### src/rtl/pfc_pkg.sv
// Package: register map, field layout and shared types of the packet format control block
package pfc_pkg;

  // ==========================================================================
  // Register offsets
  localparam logic [9:0] PFC_ADDR_RX_BASE  = 10'h125;
  localparam logic [9:0] PFC_ADDR_FMT_CFG  = 10'h126;
  localparam logic [9:0] PFC_ADDR_LEN_MAX  = 10'h127;
  localparam logic [9:0] PFC_ADDR_IRQ_STAT = 10'h140;
  localparam logic [9:0] PFC_ADDR_IRQ_MASK = 10'h141;
  localparam logic [9:0] PFC_ADDR_STATUS   = 10'h142;

  // ==========================================================================
  // Field positions of packet_format_config
  localparam int PFC_BIT_BYTE_ORDER = 7;
  localparam int PFC_BIT_LEN_MODE   = 6;
  localparam int PFC_BIT_CRC_EN     = 5;
  localparam int PFC_MODE_HI        = 4;
  localparam int PFC_MODE_LO        = 3;
  localparam int PFC_OFS_HI         = 2;

  // ==========================================================================
  // Reset values
  localparam logic [7:0] PFC_RST_RX_BASE = 8'h00;
  localparam logic [7:0] PFC_RST_FMT_CFG = 8'h00;
  localparam logic [7:0] PFC_RST_LEN_MAX = 8'hF0;
  localparam logic [3:0] PFC_RST_MASK    = 4'h0;

  // Fixed subtrahend of the payload length formula
  localparam logic [8:0] PFC_LEN_BIAS = 9'h004;

  // Interrupt status bit positions
  localparam int PFC_IRQ_TX_DONE  = 0;
  localparam int PFC_IRQ_RX_DONE  = 1;
  localparam int PFC_IRQ_CRC_ERR  = 2;
  localparam int PFC_IRQ_DETECT   = 3;

  // ==========================================================================
  // Types
  typedef enum logic [1:0] {
    PFC_MODE_PACKET  = 2'h0,
    PFC_MODE_SP_PRE  = 2'h1,
    PFC_MODE_SP_SYNC = 2'h2,
    PFC_MODE_UNUSED  = 2'h3
  } pfc_mode_type;

  typedef struct packed {
    logic         msb_first;
    logic         fixed_len;
    logic         crc_en;
    pfc_mode_type mode;
    logic [2:0]   len_offset;
  } pfc_cfg_type;

  typedef struct packed {
    logic       req;
    logic       we;
    logic [7:0] addr;
    logic [7:0] wdata;
  } pfc_ram_req_type;

endpackage : pfc_pkg

### src/rtl/pfc_ser.sv
// Bit serialiser: one byte out over the air, order chosen per byte
`timescale 1ns/1ps
module pfc_ser
  import pfc_pkg::*;
#(
  parameter int WIDTH = 8
) (
  // Clock and reset
  input  wire logic             sys_clk_i,
  input  wire logic             srst_i,
  // Byte side
  input  wire logic             load_i,
  input  wire logic [WIDTH-1:0] byte_i,
  input  wire logic             msb_first_i,
  input  wire logic             bit_en_i,
  output logic                  busy_o,
  output logic                  done_o,
  // Air side
  output logic                  bit_o,
  output logic                  bit_vld_o
);

  logic [WIDTH-1:0] sh_q;
  logic [$clog2(WIDTH+1)-1:0] cnt_q;
  logic             msb_q;

  // ==========================================================================
  // Shift engine; order latched with the byte so a mid-byte change is harmless
  always_ff @(posedge sys_clk_i) begin
    if (srst_i) begin
      sh_q      <= '0;
      cnt_q     <= '0;
      msb_q     <= 1'b0;
      bit_o     <= 1'b0;
      bit_vld_o <= 1'b0;
      done_o    <= 1'b0;
    end else begin
      bit_vld_o <= 1'b0;
      done_o    <= 1'b0;
      if (load_i && cnt_q == '0) begin
        sh_q  <= byte_i;
        msb_q <= msb_first_i;
        cnt_q <= ($clog2(WIDTH+1))'(WIDTH);
      end else if (bit_en_i && cnt_q != '0) begin
        bit_o     <= msb_q ? sh_q[WIDTH-1] : sh_q[0];
        bit_vld_o <= 1'b1;
        sh_q      <= msb_q ? {sh_q[WIDTH-2:0], 1'b0} : {1'b0, sh_q[WIDTH-1:1]};
        cnt_q     <= cnt_q - 1'b1;
        done_o    <= (cnt_q == 1);
      end
    end
  end

  assign busy_o = (cnt_q != '0);

endmodule // pfc_ser

### src/rtl/pfc_des.sv
// Bit deserialiser: one byte in from the air, order taken from msb_first_i at every bit
`timescale 1ns/1ps
module pfc_des
  import pfc_pkg::*;
#(
  parameter int WIDTH = 8
) (
  // Clock and reset
  input  wire logic             sys_clk_i,
  input  wire logic             srst_i,
  // Control
  input  wire logic             clear_i,
  input  wire logic             msb_first_i,
  // Air side
  input  wire logic             bit_i,
  input  wire logic             bit_vld_i,
  // Byte side
  output logic [WIDTH-1:0]      byte_o,
  output logic                  byte_vld_o
);

  logic [WIDTH-1:0] sh_q;
  logic [$clog2(WIDTH+1)-1:0] cnt_q;

  // ==========================================================================
  // Assemble bits; a full byte is presented for one cycle
  always_ff @(posedge sys_clk_i) begin
    if (srst_i || clear_i) begin
      sh_q       <= '0;
      cnt_q      <= '0;
      byte_o     <= '0;
      byte_vld_o <= 1'b0;
    end else begin
      byte_vld_o <= 1'b0;
      if (bit_vld_i) begin
        if (cnt_q == ($clog2(WIDTH+1))'(WIDTH - 1)) begin
          cnt_q      <= '0;
          byte_vld_o <= 1'b1;
          byte_o     <= msb_first_i ? {sh_q[WIDTH-2:0], bit_i}
                                    : {bit_i, sh_q[WIDTH-1:1]};
        end else begin
          cnt_q <= cnt_q + 1'b1;
        end
        sh_q <= msb_first_i ? {sh_q[WIDTH-2:0], bit_i} : {bit_i, sh_q[WIDTH-1:1]};
      end
    end
  end

endmodule // pfc_des

### src/rtl/pfc_top.sv
// Packet format control: configuration registers, packet RAM framing and air bit order
//
// Our own choice: the strobed register port.
`timescale 1ns/1ps

module pfc_top
  import pfc_pkg::*;
#(
  parameter int AW = 10
) (
  // Clock and reset
  input  wire logic          sys_clk_i,
  input  wire logic          srst_i,
  // Register port
  input  wire logic [AW-1:0] reg_addr_i,
  input  wire logic [7:0]    reg_wdata_i,
  input  wire logic          reg_wr_i,
  input  wire logic          reg_rd_i,
  output logic      [7:0]    reg_rdata_o,
  // Packet commands
  input  wire logic          tx_start_i,
  input  wire logic [7:0]    tx_base_i,
  input  wire logic          rx_start_i,
  input  wire logic          rx_qualified_i,
  // Packet RAM
  output pfc_ram_req_type    ram_req_o,
  input  wire logic [7:0]    ram_rdata_i,
  // CRC engine
  output logic               crc_en_o,
  input  wire logic          crc_ok_i,
  // Air link
  input  wire logic          bit_en_i,
  output logic               tx_bit_o,
  output logic               tx_bit_vld_o,
  input  wire logic          rx_bit_i,
  input  wire logic          rx_bit_vld_i,
  input  wire logic          preamble_det_i,
  input  wire logic          sync_det_i,
  // Streaming output
  output logic               stream_bit_o,
  output logic               stream_vld_o,
  // Status
  output logic      [8:0]    payload_len_o,
  output logic               tx_busy_o,
  output logic               rx_busy_o,
  output logic               general_purpose_irq_out_o,
  output logic               irq_o
);

  typedef enum logic [2:0] {
    ST_IDLE  = 3'b000,
    ST_TXRD  = 3'b001,
    ST_TXSH  = 3'b011,
    ST_TXEND = 3'b010,
    ST_RXHD  = 3'b110,
    ST_RXBY  = 3'b111,
    ST_RXEND = 3'b101
  } pfc_state_type;

  // ==========================================================================
  // Registers
  logic [7:0]    rx_base_q;
  logic [7:0]    fmt_cfg_q;
  logic [7:0]    len_max_q;
  logic [3:0]    irq_stat_q;
  logic [3:0]    irq_mask_q;
  pfc_cfg_type   cfg_q;
  logic [7:0]    len_term_q;
  logic [8:0]    payload_q;
  logic [7:0]    ptr_q;
  logic [8:0]    left_q;
  pfc_state_type st_q;
  logic          rd_pend_q;
  logic          streaming_q;
  logic [3:0]    ev_set;
  logic          wr_hit;
  logic          ser_load;
  logic          ser_busy;
  logic          ser_done;
  logic [7:0]    rx_byte;
  logic          rx_byte_vld;
  logic          stream_mode;
  logic          pre_strm;
  logic [8:0]    len_calc;

  assign wr_hit = reg_wr_i;

  // ==========================================================================
  // Configuration registers
  always_ff @(posedge sys_clk_i) begin
    if (srst_i) begin
      rx_base_q  <= PFC_RST_RX_BASE;
      fmt_cfg_q  <= PFC_RST_FMT_CFG;
      len_max_q  <= PFC_RST_LEN_MAX;
      irq_mask_q <= PFC_RST_MASK;
    end else if (wr_hit) begin
      case (reg_addr_i)
        PFC_ADDR_RX_BASE:  rx_base_q  <= reg_wdata_i;
        PFC_ADDR_FMT_CFG:  fmt_cfg_q  <= reg_wdata_i;
        PFC_ADDR_LEN_MAX:  len_max_q  <= reg_wdata_i;
        PFC_ADDR_IRQ_MASK: irq_mask_q <= reg_wdata_i[3:0];
        default:           ;
      endcase
    end
  end

  // Sticky events; a set in the clearing cycle survives
  always_ff @(posedge sys_clk_i) begin
    if (srst_i) begin
      irq_stat_q <= '0;
    end else if (wr_hit && reg_addr_i == PFC_ADDR_IRQ_STAT) begin
      irq_stat_q <= (irq_stat_q & ~reg_wdata_i[3:0]) | ev_set;
    end else begin
      irq_stat_q <= irq_stat_q | ev_set;
    end
  end

  assign irq_o = |(irq_stat_q & irq_mask_q);

  // ==========================================================================
  // Read port: data the cycle after the strobe, unmapped reads zero
  always_ff @(posedge sys_clk_i) begin
    if (srst_i) begin
      reg_rdata_o <= '0;
    end else if (reg_rd_i) begin
      case (reg_addr_i)
        PFC_ADDR_RX_BASE:  reg_rdata_o <= rx_base_q;
        PFC_ADDR_FMT_CFG:  reg_rdata_o <= fmt_cfg_q;
        PFC_ADDR_LEN_MAX:  reg_rdata_o <= len_max_q;
        PFC_ADDR_IRQ_STAT: reg_rdata_o <= {4'h0, irq_stat_q};
        PFC_ADDR_IRQ_MASK: reg_rdata_o <= {4'h0, irq_mask_q};
        PFC_ADDR_STATUS:   reg_rdata_o <= {5'h00, streaming_q, rx_busy_o, tx_busy_o};
        default:           reg_rdata_o <= '0;
      endcase
    end else begin
      reg_rdata_o <= '0;
    end
  end

  // ==========================================================================
  // Payload length: length term plus offset minus four, never below zero
  always_comb begin
    len_calc = {1'b0, len_term_q} + {6'h00, cfg_q.len_offset};
    len_calc = (len_calc > PFC_LEN_BIAS) ? len_calc - PFC_LEN_BIAS : '0;
  end

  assign stream_mode = (cfg_q.mode == PFC_MODE_SP_PRE) ||
                       (cfg_q.mode == PFC_MODE_SP_SYNC);
  assign pre_strm    = fmt_cfg_q[PFC_MODE_HI] ^ fmt_cfg_q[PFC_MODE_LO];
  assign tx_busy_o   = (st_q == ST_TXRD) || (st_q == ST_TXSH) || (st_q == ST_TXEND);
  assign rx_busy_o   = (st_q == ST_RXHD) || (st_q == ST_RXBY) || (st_q == ST_RXEND);
  assign crc_en_o    = cfg_q.crc_en;
  assign payload_len_o = payload_q;

  // ==========================================================================
  // Packet sequencer
  always_ff @(posedge sys_clk_i) begin
    if (srst_i) begin
      st_q       <= ST_IDLE;
      cfg_q      <= '0;
      len_term_q <= '0;
      payload_q  <= '0;
      ptr_q      <= '0;
      left_q     <= '0;
      rd_pend_q  <= 1'b0;
      ram_req_o  <= '0;
      ev_set     <= '0;
    end else begin
      ram_req_o <= '0;
      ev_set    <= '0;
      rd_pend_q <= 1'b0;
      case (st_q)
        ST_IDLE: begin
          // Latch format once per packet; later writes wait for the next one
          if (tx_start_i && fmt_cfg_q[PFC_MODE_HI:PFC_MODE_LO] == 2'h0) begin
            cfg_q      <= pfc_cfg_type'(fmt_cfg_q);
            ptr_q      <= tx_base_i;
            len_term_q <= len_max_q;
            left_q     <= '0;
            st_q       <= ST_TXRD;
          end else if (rx_start_i && fmt_cfg_q[PFC_MODE_HI:PFC_MODE_LO] == 2'h0) begin
            cfg_q      <= pfc_cfg_type'(fmt_cfg_q);
            ptr_q      <= rx_base_q;
            len_term_q <= len_max_q;
            st_q       <= fmt_cfg_q[PFC_BIT_LEN_MODE] ? ST_RXBY : ST_RXHD;
            left_q     <= '0;
          end else if (preamble_det_i) begin
            cfg_q <= pfc_cfg_type'(fmt_cfg_q);
          end
        end
        ST_TXRD: begin
          // Fetch one byte; first byte of a variable packet is its length
          if (!rd_pend_q && !ser_busy) begin
            ram_req_o <= '{req: 1'b1, we: 1'b0, addr: ptr_q, wdata: 8'h00};
            rd_pend_q <= 1'b1;
          end else if (rd_pend_q) begin
            st_q <= ST_TXSH;
          end
        end
        ST_TXSH: begin
          // Variable packets take their length from the byte being loaded
          if (ser_load && !cfg_q.fixed_len && left_q == '0 && ptr_q == tx_base_i) begin
            len_term_q <= ram_rdata_i;
          end
          if (ser_done) begin
            ptr_q <= ptr_q + 8'h01;
            if (left_q == '0 && ptr_q == tx_base_i) begin
              // Length counted from end of sync word to start of CRC
              left_q <= {1'b0, len_term_q} - 9'h001;
              st_q   <= (len_term_q > 8'h01) ? ST_TXRD : ST_TXEND;
            end else if (left_q > 9'h001) begin
              left_q <= left_q - 9'h001;
              st_q   <= ST_TXRD;
            end else begin
              st_q <= ST_TXEND;
            end
          end
        end
        ST_TXEND: begin
          // Publish the count and flag completion
          payload_q <= len_calc;
          ev_set[PFC_IRQ_TX_DONE] <= 1'b1;
          st_q <= ST_IDLE;
        end
        ST_RXHD: begin
          // First byte is the length and is stored too
          if (rx_byte_vld) begin
            len_term_q <= rx_byte;
            left_q     <= {1'b0, rx_byte} - 9'h001;
            ram_req_o  <= '{req: 1'b1, we: 1'b1, addr: ptr_q, wdata: rx_byte};
            ptr_q      <= ptr_q + 8'h01;
            st_q       <= (rx_byte > 8'h01) ? ST_RXBY : ST_RXEND;
          end
        end
        ST_RXBY: begin
          // Fixed receive: count loaded from the latched length
          if (left_q == '0 && cfg_q.fixed_len && ptr_q == rx_base_q) begin
            left_q <= {1'b0, len_term_q};
          end else if (rx_byte_vld) begin
            ram_req_o <= '{req: 1'b1, we: 1'b1, addr: ptr_q, wdata: rx_byte};
            ptr_q     <= ptr_q + 8'h01;
            left_q    <= left_q - 9'h001;
            if (left_q <= 9'h001) begin
              st_q <= ST_RXEND;
            end
          end
        end
        ST_RXEND: begin
          // Completion only once qualified; a CRC fault flags an error instead
          if (rx_qualified_i) begin
            payload_q <= len_calc;
            if (cfg_q.crc_en && !crc_ok_i) begin
              ev_set[PFC_IRQ_CRC_ERR] <= 1'b1;
            end else begin
              ev_set[PFC_IRQ_RX_DONE] <= 1'b1;
            end
            st_q <= ST_IDLE;
          end
        end
        default: st_q <= ST_IDLE;
      endcase
      if (general_purpose_irq_out_o) begin
        ev_set[PFC_IRQ_DETECT] <= 1'b1;
      end
    end
  end

  // Done blocks a reload in the cycle the byte ends
  assign ser_load = (st_q == ST_TXSH) && !ser_busy && !ser_done;

  // ==========================================================================
  // Streaming: data released from preamble detection in both streaming modes
  always_ff @(posedge sys_clk_i) begin
    if (srst_i) begin
      streaming_q               <= 1'b0;
      stream_bit_o              <= 1'b0;
      stream_vld_o              <= 1'b0;
      general_purpose_irq_out_o <= 1'b0;
    end else begin
      general_purpose_irq_out_o <= 1'b0;
      stream_vld_o              <= 1'b0;
      // Preamble uses the live format register, since cfg_q only takes it at this same edge
      if (st_q == ST_IDLE && preamble_det_i && pre_strm) begin
        streaming_q <= 1'b1;
        if (fmt_cfg_q[PFC_MODE_LO]) begin
          general_purpose_irq_out_o <= 1'b1;
        end
      end else if (!stream_mode) begin
        streaming_q <= 1'b0;
      end
      if (st_q == ST_IDLE && stream_mode && sync_det_i) begin
        if (cfg_q.mode == PFC_MODE_SP_SYNC) begin
          general_purpose_irq_out_o <= 1'b1;
        end
      end
      if (streaming_q && rx_bit_vld_i) begin
        stream_bit_o <= rx_bit_i;
        stream_vld_o <= 1'b1;
      end
    end
  end

  // ==========================================================================
  // Bit order engines
  pfc_ser #(.WIDTH(8)) u_ser (
    .sys_clk_i   (sys_clk_i),
    .srst_i      (srst_i),
    .load_i      (ser_load),
    .byte_i      (ram_rdata_i),
    .msb_first_i (cfg_q.msb_first),
    .bit_en_i    (bit_en_i),
    .busy_o      (ser_busy),
    .done_o      (ser_done),
    .bit_o       (tx_bit_o),
    .bit_vld_o   (tx_bit_vld_o)
  );

  pfc_des #(.WIDTH(8)) u_des (
    .sys_clk_i   (sys_clk_i),
    .srst_i      (srst_i),
    .clear_i     (st_q == ST_IDLE),
    .msb_first_i (cfg_q.msb_first),
    .bit_i       (rx_bit_i),
    .bit_vld_i   (rx_bit_vld_i),
    .byte_o      (rx_byte),
    .byte_vld_o  (rx_byte_vld)
  );

endmodule // pfc_top

### config.mk
export PLATFORM = sky130hd
export DESIGN_NAME = pfc_top
export DESIGN_NICKNAME = d
export VERILOG_FILES = /design/src/rtl/pfc_pkg.sv /design/src/rtl/pfc_ser.sv /design/src/rtl/pfc_des.sv /design/src/rtl/pfc_top.sv
export SDC_FILE = /design/constraint.sdc
export NUM_CORES = 1
export LEC_CHECK = 0
export ABC_AREA = 0
export BUFFER_PORTS_ARGS = -buffer_cell sky130_fd_sc_hd__buf_4
export CAP_MARGIN = 20
export CORE_UTILIZATION = 53
export DETAILED_ROUTE_END_ITERATION = 10
export PLACE_DENSITY = 0.89
export RECOVER_POWER = 100
export SLEW_MARGIN = 15
export SYNTH_ARGS = -nofsm -noshare
export SYNTH_HDL_FRONTEND = slang
export SYNTH_SLANG_ARGS = --single-unit
### constraint.sdc
create_clock -name sys_clk_i -period 2.9 [get_ports sys_clk_i]
set_clock_uncertainty 0.2 [all_clocks]
set_input_delay 0.58 -clock sys_clk_i [delete_from_list [all_inputs] [get_ports sys_clk_i]]
set_output_delay 0.58 -clock sys_clk_i [all_outputs]
set_load 0.02 [all_outputs]
# Yosys cells after proc, flatten, opt, wreduce, memory -nomap -nowiden
# Cells that the tools add are included.
# word_totals
input_bits	47
register_bits	149
# classes
reduce_logical	60
addsub	8
magnitude_cmp	5
bitwise_logic	13
mux	70
eq_ne	31
# op_table
operator	n
two-way mux 8 bit	16
two-way mux 9 bit	10
== test 10 x 9 -> 1 bit (second input constant)	6
two-way mux 18 bit	3
case mux 18 bit (3 select lines)	1
case mux 8 bit (6 select lines)	1
case mux 9 bit (4 select lines)	1
two-way mux 3 bit	11
case mux 8 bit (4 select lines)	1
case mux 8 bit (3 select lines)	1
logical AND 1 bit	20
case mux 3 bit (6 select lines)	1
case mux 9 bit (2 select lines)	1
subtractor 8 x 1 -> 9 bit (second input constant)	2
== test 8 bit	2
greater-than comparator 8 x 1 -> 1 bit (second input constant)	2
two-way mux 1 bit	16
two-way mux 4 bit	4
AND reduction 2 bit	8
!= test 2 x 1 -> 1 bit (second input constant)	5
!= test 2 bit (second input constant)	5
adder 8 x 3 -> 9 bit	1
== test 3 bit (second input constant)	3
greater-than comparator 9 x 1 -> 1 bit (second input constant)	1
other kinds (36)	65

# Depth between registers and ports, before layout
# depth
depth_word	9
mapped_depth	12
mapped_depth_nobuf	12

# By module
# From an unflattened synthesis, not the netlist that was laid out.
# hier_totals
hier_cells	901
hier_area_um2	7841.3
# modules_own_cells
mod	area_each_um2	n_inst	cells_per_inst
pfc_top	6130.9	1	730
pfc_des	889.6	1	77
pfc_ser	820.8	1	94

# Worst setup path after synthesis
# Ideal clock, no wire load.
# synth_timing
path_type	flip-flop to flip-flop
start	register len_term_q[0]
end	register payload_q[8], in the netlist payload_len_o[8]
arrival_ns	2.617
setup_ns	0.091
slack_ns	-0.008
stages_incl_launch_ff	10
period_less_slack_ns	2.908
path_cell_list	dfxtp_1 -> ha_1 -> inv_1 -> fa_1 -> nor2b_1 -> o211ai_1 -> a21oi_1 -> o21bai_1 -> or4_1 -> a311oi_1
# synth_between
elab_chain_len	5
word_cells_on_any_way	6
# synth_rtl
item	line	rtl
start: declaration	pfc_top.sv:68	logic [7:0] len_term_q;
start signal: assignment	pfc_top.sv:178	len_term_q <= len_max_q;
start signal: assignment	pfc_top.sv:184	len_term_q <= len_max_q;
start signal: assignment	pfc_top.sv:203	len_term_q <= ram_rdata_i;
adder 8 x 3 -> 9 bit *	pfc_top.sv:143	len_calc = {1'b0, len_term_q} + {6'h00, cfg_q.len_offset};
subtractor 9 x 3 -> 9 bit or greater-than comparator 9 x 3 -> 1 bit (tied branches)	pfc_top.sv:144	len_calc = (len_calc > PFC_LEN_BIAS) ? len_calc - PFC_LEN_BIAS : '0;
two-way mux 9 bit *	pfc_top.sv:144	
two-way mux 9 bit	pfc_top.sv:250	if (rx_qualified_i) begin
case mux 9 bit (2 select lines) *	pfc_top.sv:172	case (st_q)
end signal: assignment	pfc_top.sv:221	payload_q <= len_calc;
end signal: assignment	pfc_top.sv:251	payload_q <= len_calc;
end: declaration	pfc_top.sv:69	logic [8:0] payload_q;
# Every way passes the cells marked *; elsewhere a longest branch is shown, timed or not. The select of a mux whose other input is x is not followed.
# A chain may end at the register's enable or synchronous reset.

# Worst setup path in the final report
# layout_timing
start	register left_q[1]
end	register left_q[3]
# layout_between
elab_chain_len	5
word_cells_on_any_way	15
# layout_rtl
item	line	rtl
start: declaration	pfc_top.sv:71	logic [8:0] left_q;
start signal: assignment	pfc_top.sv:209	left_q <= {1'b0, len_term_q} - 9'h001;
start signal: assignment	pfc_top.sv:212	left_q <= left_q - 9'h001;
start signal: assignment	pfc_top.sv:229	left_q <= {1'b0, rx_byte} - 9'h001;
subtractor 9 x 1 -> 9 bit or zero test 9 bit (tied branches)	-	
two-way mux 9 bit, or another cell as far along	pfc_top.sv:211	end else if (left_q > 9'h001) begin
two-way mux 9 bit or logical AND 1 bit (tied branches)	pfc_top.sv:207, pfc_top.sv:237	
two-way mux 9 bit, or another cell as far along	pfc_top.sv:205	if (ser_done) begin
case mux 9 bit (4 select lines) or AND reduction 6 bit (tied branches)	-	
# Several ways; a longest one is shown, not always the timed one. The select of a mux whose other input is x is not followed.

==> impl_metrics.tcl <==
set metrics [dict create \
    status "finished clean" \
    cts_tree "done" \
    peakVddDrop_uv 527 \
    cts_sinks 149 \
    synth-seq-area-share 0.390 \
    cp-startpoint "left_q[1]" \
    htree_levels 4 \
    ys_types 72 \
    crit_buf_inv 1 \
    antenna_cells 0 \
    cts_buffer_depth 2 \
    rsz0062_at_grt "yes" \
    finalInstanceArea_mm2 0.00914 \
    grt_pass1_wl_um 35200 \
    pre_cts_slack_ns 0.00458 \
    startpoint_type "flip-flop" \
    yosys-top-cells-count "dfxtp_1 (149), nor2_1 (125), nand2_1 (92)" \
    yosysTopAreaCell "dfxtp_1" \
    final_antenna_net_count 0 \
    grt.overflow.total 0 \
    r2r_setup_slack_ns 0.11 \
    leakage_uw 0.00355 \
    synthCells 902 \
    n_fill_cell 1143 \
    setup-violations-final 0 \
    slowest_delay_ns 0.51 \
    antenna_found_initial 0 \
    slew_headroom 0.308 \
    async_flop_share 0 \
    drtIter0Drc 1041 \
    fmax_ghz 0.358 \
    cts_root_buffer "clkbuf_16" \
    cts_hold_buf 0 \
    cts_buffers 17 \
    synthToLayoutAreaGrowth_pct 19.5 \
    reg2reg_depth 8 \
    viasPerCell 6.31 \
    clkTransAtPathRegs_ns 0.06 \
    die-width_um 122 \
    finalPower_uw 7270 \
    synthSimpleGateAreaFrac 0.225 \
    grt_usage 0.307 \
    drcViolationCount 0 \
    place_area_mm2 0.00865 \
    crit_required_ns 3.02 \
    cap_viol_max_count 0 \
    drive_above_1_share 0.139 \
    synth_ff_type "dfxtp_1" \
    timing.rr.end "left_q[3]" \
    synth_area_per_cell_um2 8.48 \
    min_path_type "in2reg" \
    die_area_mm2 0.0149 \
    cp_num_cells 8 \
    synth-edff-count 0 \
    core_area_mm2 0.0140 \
    period_needed_ns 2.79 \
    critPathKind "reg2reg" \
    synth.most_common_cell "dfxtp_1" \
    synth_xor_area_frac 0.0527 \
    clock_latency_ns 0.44 \
    synth_top_family_by_area "simple AND/OR/NAND/NOR gates" \
    fin_ws_ns 0.108 \
    slew_violations 0 \
    dieHeight_um 122 \
    tns_ns 0 \
    grt_pass1_vias 6902 \
    crit_family "simple AND/OR/NAND/NOR gates" \
    postRouteWirelength_um 22700 \
    syn-num-nets 967 \
    synth-compound-area-share 0.188 \
    port_buffers 90 \
    place_hpwl_um 15900 \
    setup.worst_path.end "left_q[3]" \
    ys_seq_elements 149 \
    synth_top_area_frac 0.390 \
    placementRows 43 \
    crit_path_max_fanout 8 \
    cp.arrival_ns 2.91 \
    timing.rr.start "left_q[1]" \
    crit_path_cell_trace "inv_1, ha_2, or4b_4, nor4_4, nand4_1, and2_4, o31a_1, a22o_1" \
    final_hold_viol_count 0 \
    syn_area_mm2 0.00765 \
    synth_area_leaders "dfxtp_1 (39%), mux2i_1 (6.5%), nor2_1 (6.1%), nand2_1 (4.5%), a21oi_1 (3.1%)" \
    drtPass1Iterations 6 \
    pwr_density_cell_mw_per_mm2 795 \
    via_count 7557 \
    tightest_slew_ns 1.04 \
    period_share 0.963 \
    nets 1070 \
    yosys_warnings 0 \
    gp_congestion 1.00 \
    end_kind "flip-flop" \
    synth_adder_area_share 0.0304 \
    synthMuxAreaShare 0.0742 \
    pin_count 91 \
    wire_per_inst_um 18.9 \
    worst_path_max_delay_cell "or4b_4" \
    grt_max_degree 51 \
    hp-start "crc_ok_i" \
    start_util 0.547 \
]
## power breakdown
| part | internal (µW) | switching (µW) |
|---|---|---|
| logic | 918 | 1490 |
| clock network | 1440 | 905 |
| registers | 2250 | 265 |
| total | 4610 | 2660 |
## layer usage
metal / global-route usage / wire, µm
met3: 0.0726 / 1970
met1: 0.395 / 9220
met5: 0 / 0
met2: 0.472 / 10500
met4: 0.166 / 954
## placed cells by master, fill, tap and decap left out, types with 14 or more instances in the layout
| cell | n |
|---|---|
| nor3_1 | 21 |
| a21oi_1 | 47 |
| nand2_1 | 92 |
| a211oi_1 | 25 |
| a22oi_1 | 14 |
| ha_1 | 14 |
| and2_1 | 18 |
| clkbuf_1 | 51 |
| dfxtp_1 | 148 |
| buf_4 | 79 |
| clkbuf_16 | 17 |
| xnor2_1 | 26 |
| o21ai_0 | 20 |
| xor2_1 | 20 |
| nand3_1 | 33 |
| mux2i_1 | 50 |
| nor2_1 | 124 |
| inv_1 | 27 |
## worst min-delay path by stage
stage / end / slack, ns / cells past startpoint
final: ev_set[2] / 0.11 / 2
after floorplan: rd_pend_q / 0.20 / 1
after CTS: ev_set[2] / 0.11 / 2
after detailed placement: rd_pend_q / 0.23 / 1
after global routing: ev_set[2] / 0.11 / 2
after global placement: rd_pend_q / 0.23 / 1
## through the flow
step                      utilization  instances  hold slack [ns]
after global routing            0.654       1198            0.113
after floorplan                     -        902            0.204
final                           0.654       1198            0.108
after detailed placement        0.618       1163            0.231
after global placement          0.618       1163            0.225
after CTS                       0.664       1195            0.108
## logic make-up after synthesis
logic type | Yosys count
adder cells (fa/ha/maj) | 18
XOR/XNOR | 46
AND/OR/NAND/NOR | 353
AO/OA/AOI/OAI | 204
flip-flops | 149
multiplexers | 56
buffers and inverters | 76
## cell type report
type | instances | area, µm² | share of cell area
multi-input cells | 677 | 4400 | 0.481
clock buffers | 20 | 467 | 0.0510
repair buffers | 133 | 802 | 0.0877
inverters | 27 | 101 | 0.0111
clock inverters | 12 | 164 | 0.0179
flip-flops and latches | 149 | 2980 | 0.326
well taps | 180 | 225 | 0.0246
## registers in the layout, summed over array words and instances, names as in the netlist, 7 cells and up
name and cells:
left_q 9, len_max_q 8, u_ser.sh_q 8, cfg_q 7
len_term_q 8, reg_rdata_o 8, rx_base_q 8, ram_req_o 18
u_des.byte_o 8, ptr_q 8, payload_len_o 9, fmt_cfg_q 8
u_des.sh_q 8
## timing repair
action,4_1_cts,5_1_grt
setup buffers,0,3
gates resized for setup,2,10
setup endpoints to repair,1,19
pin swaps,0,4
(Power assumes the default switching activity.)
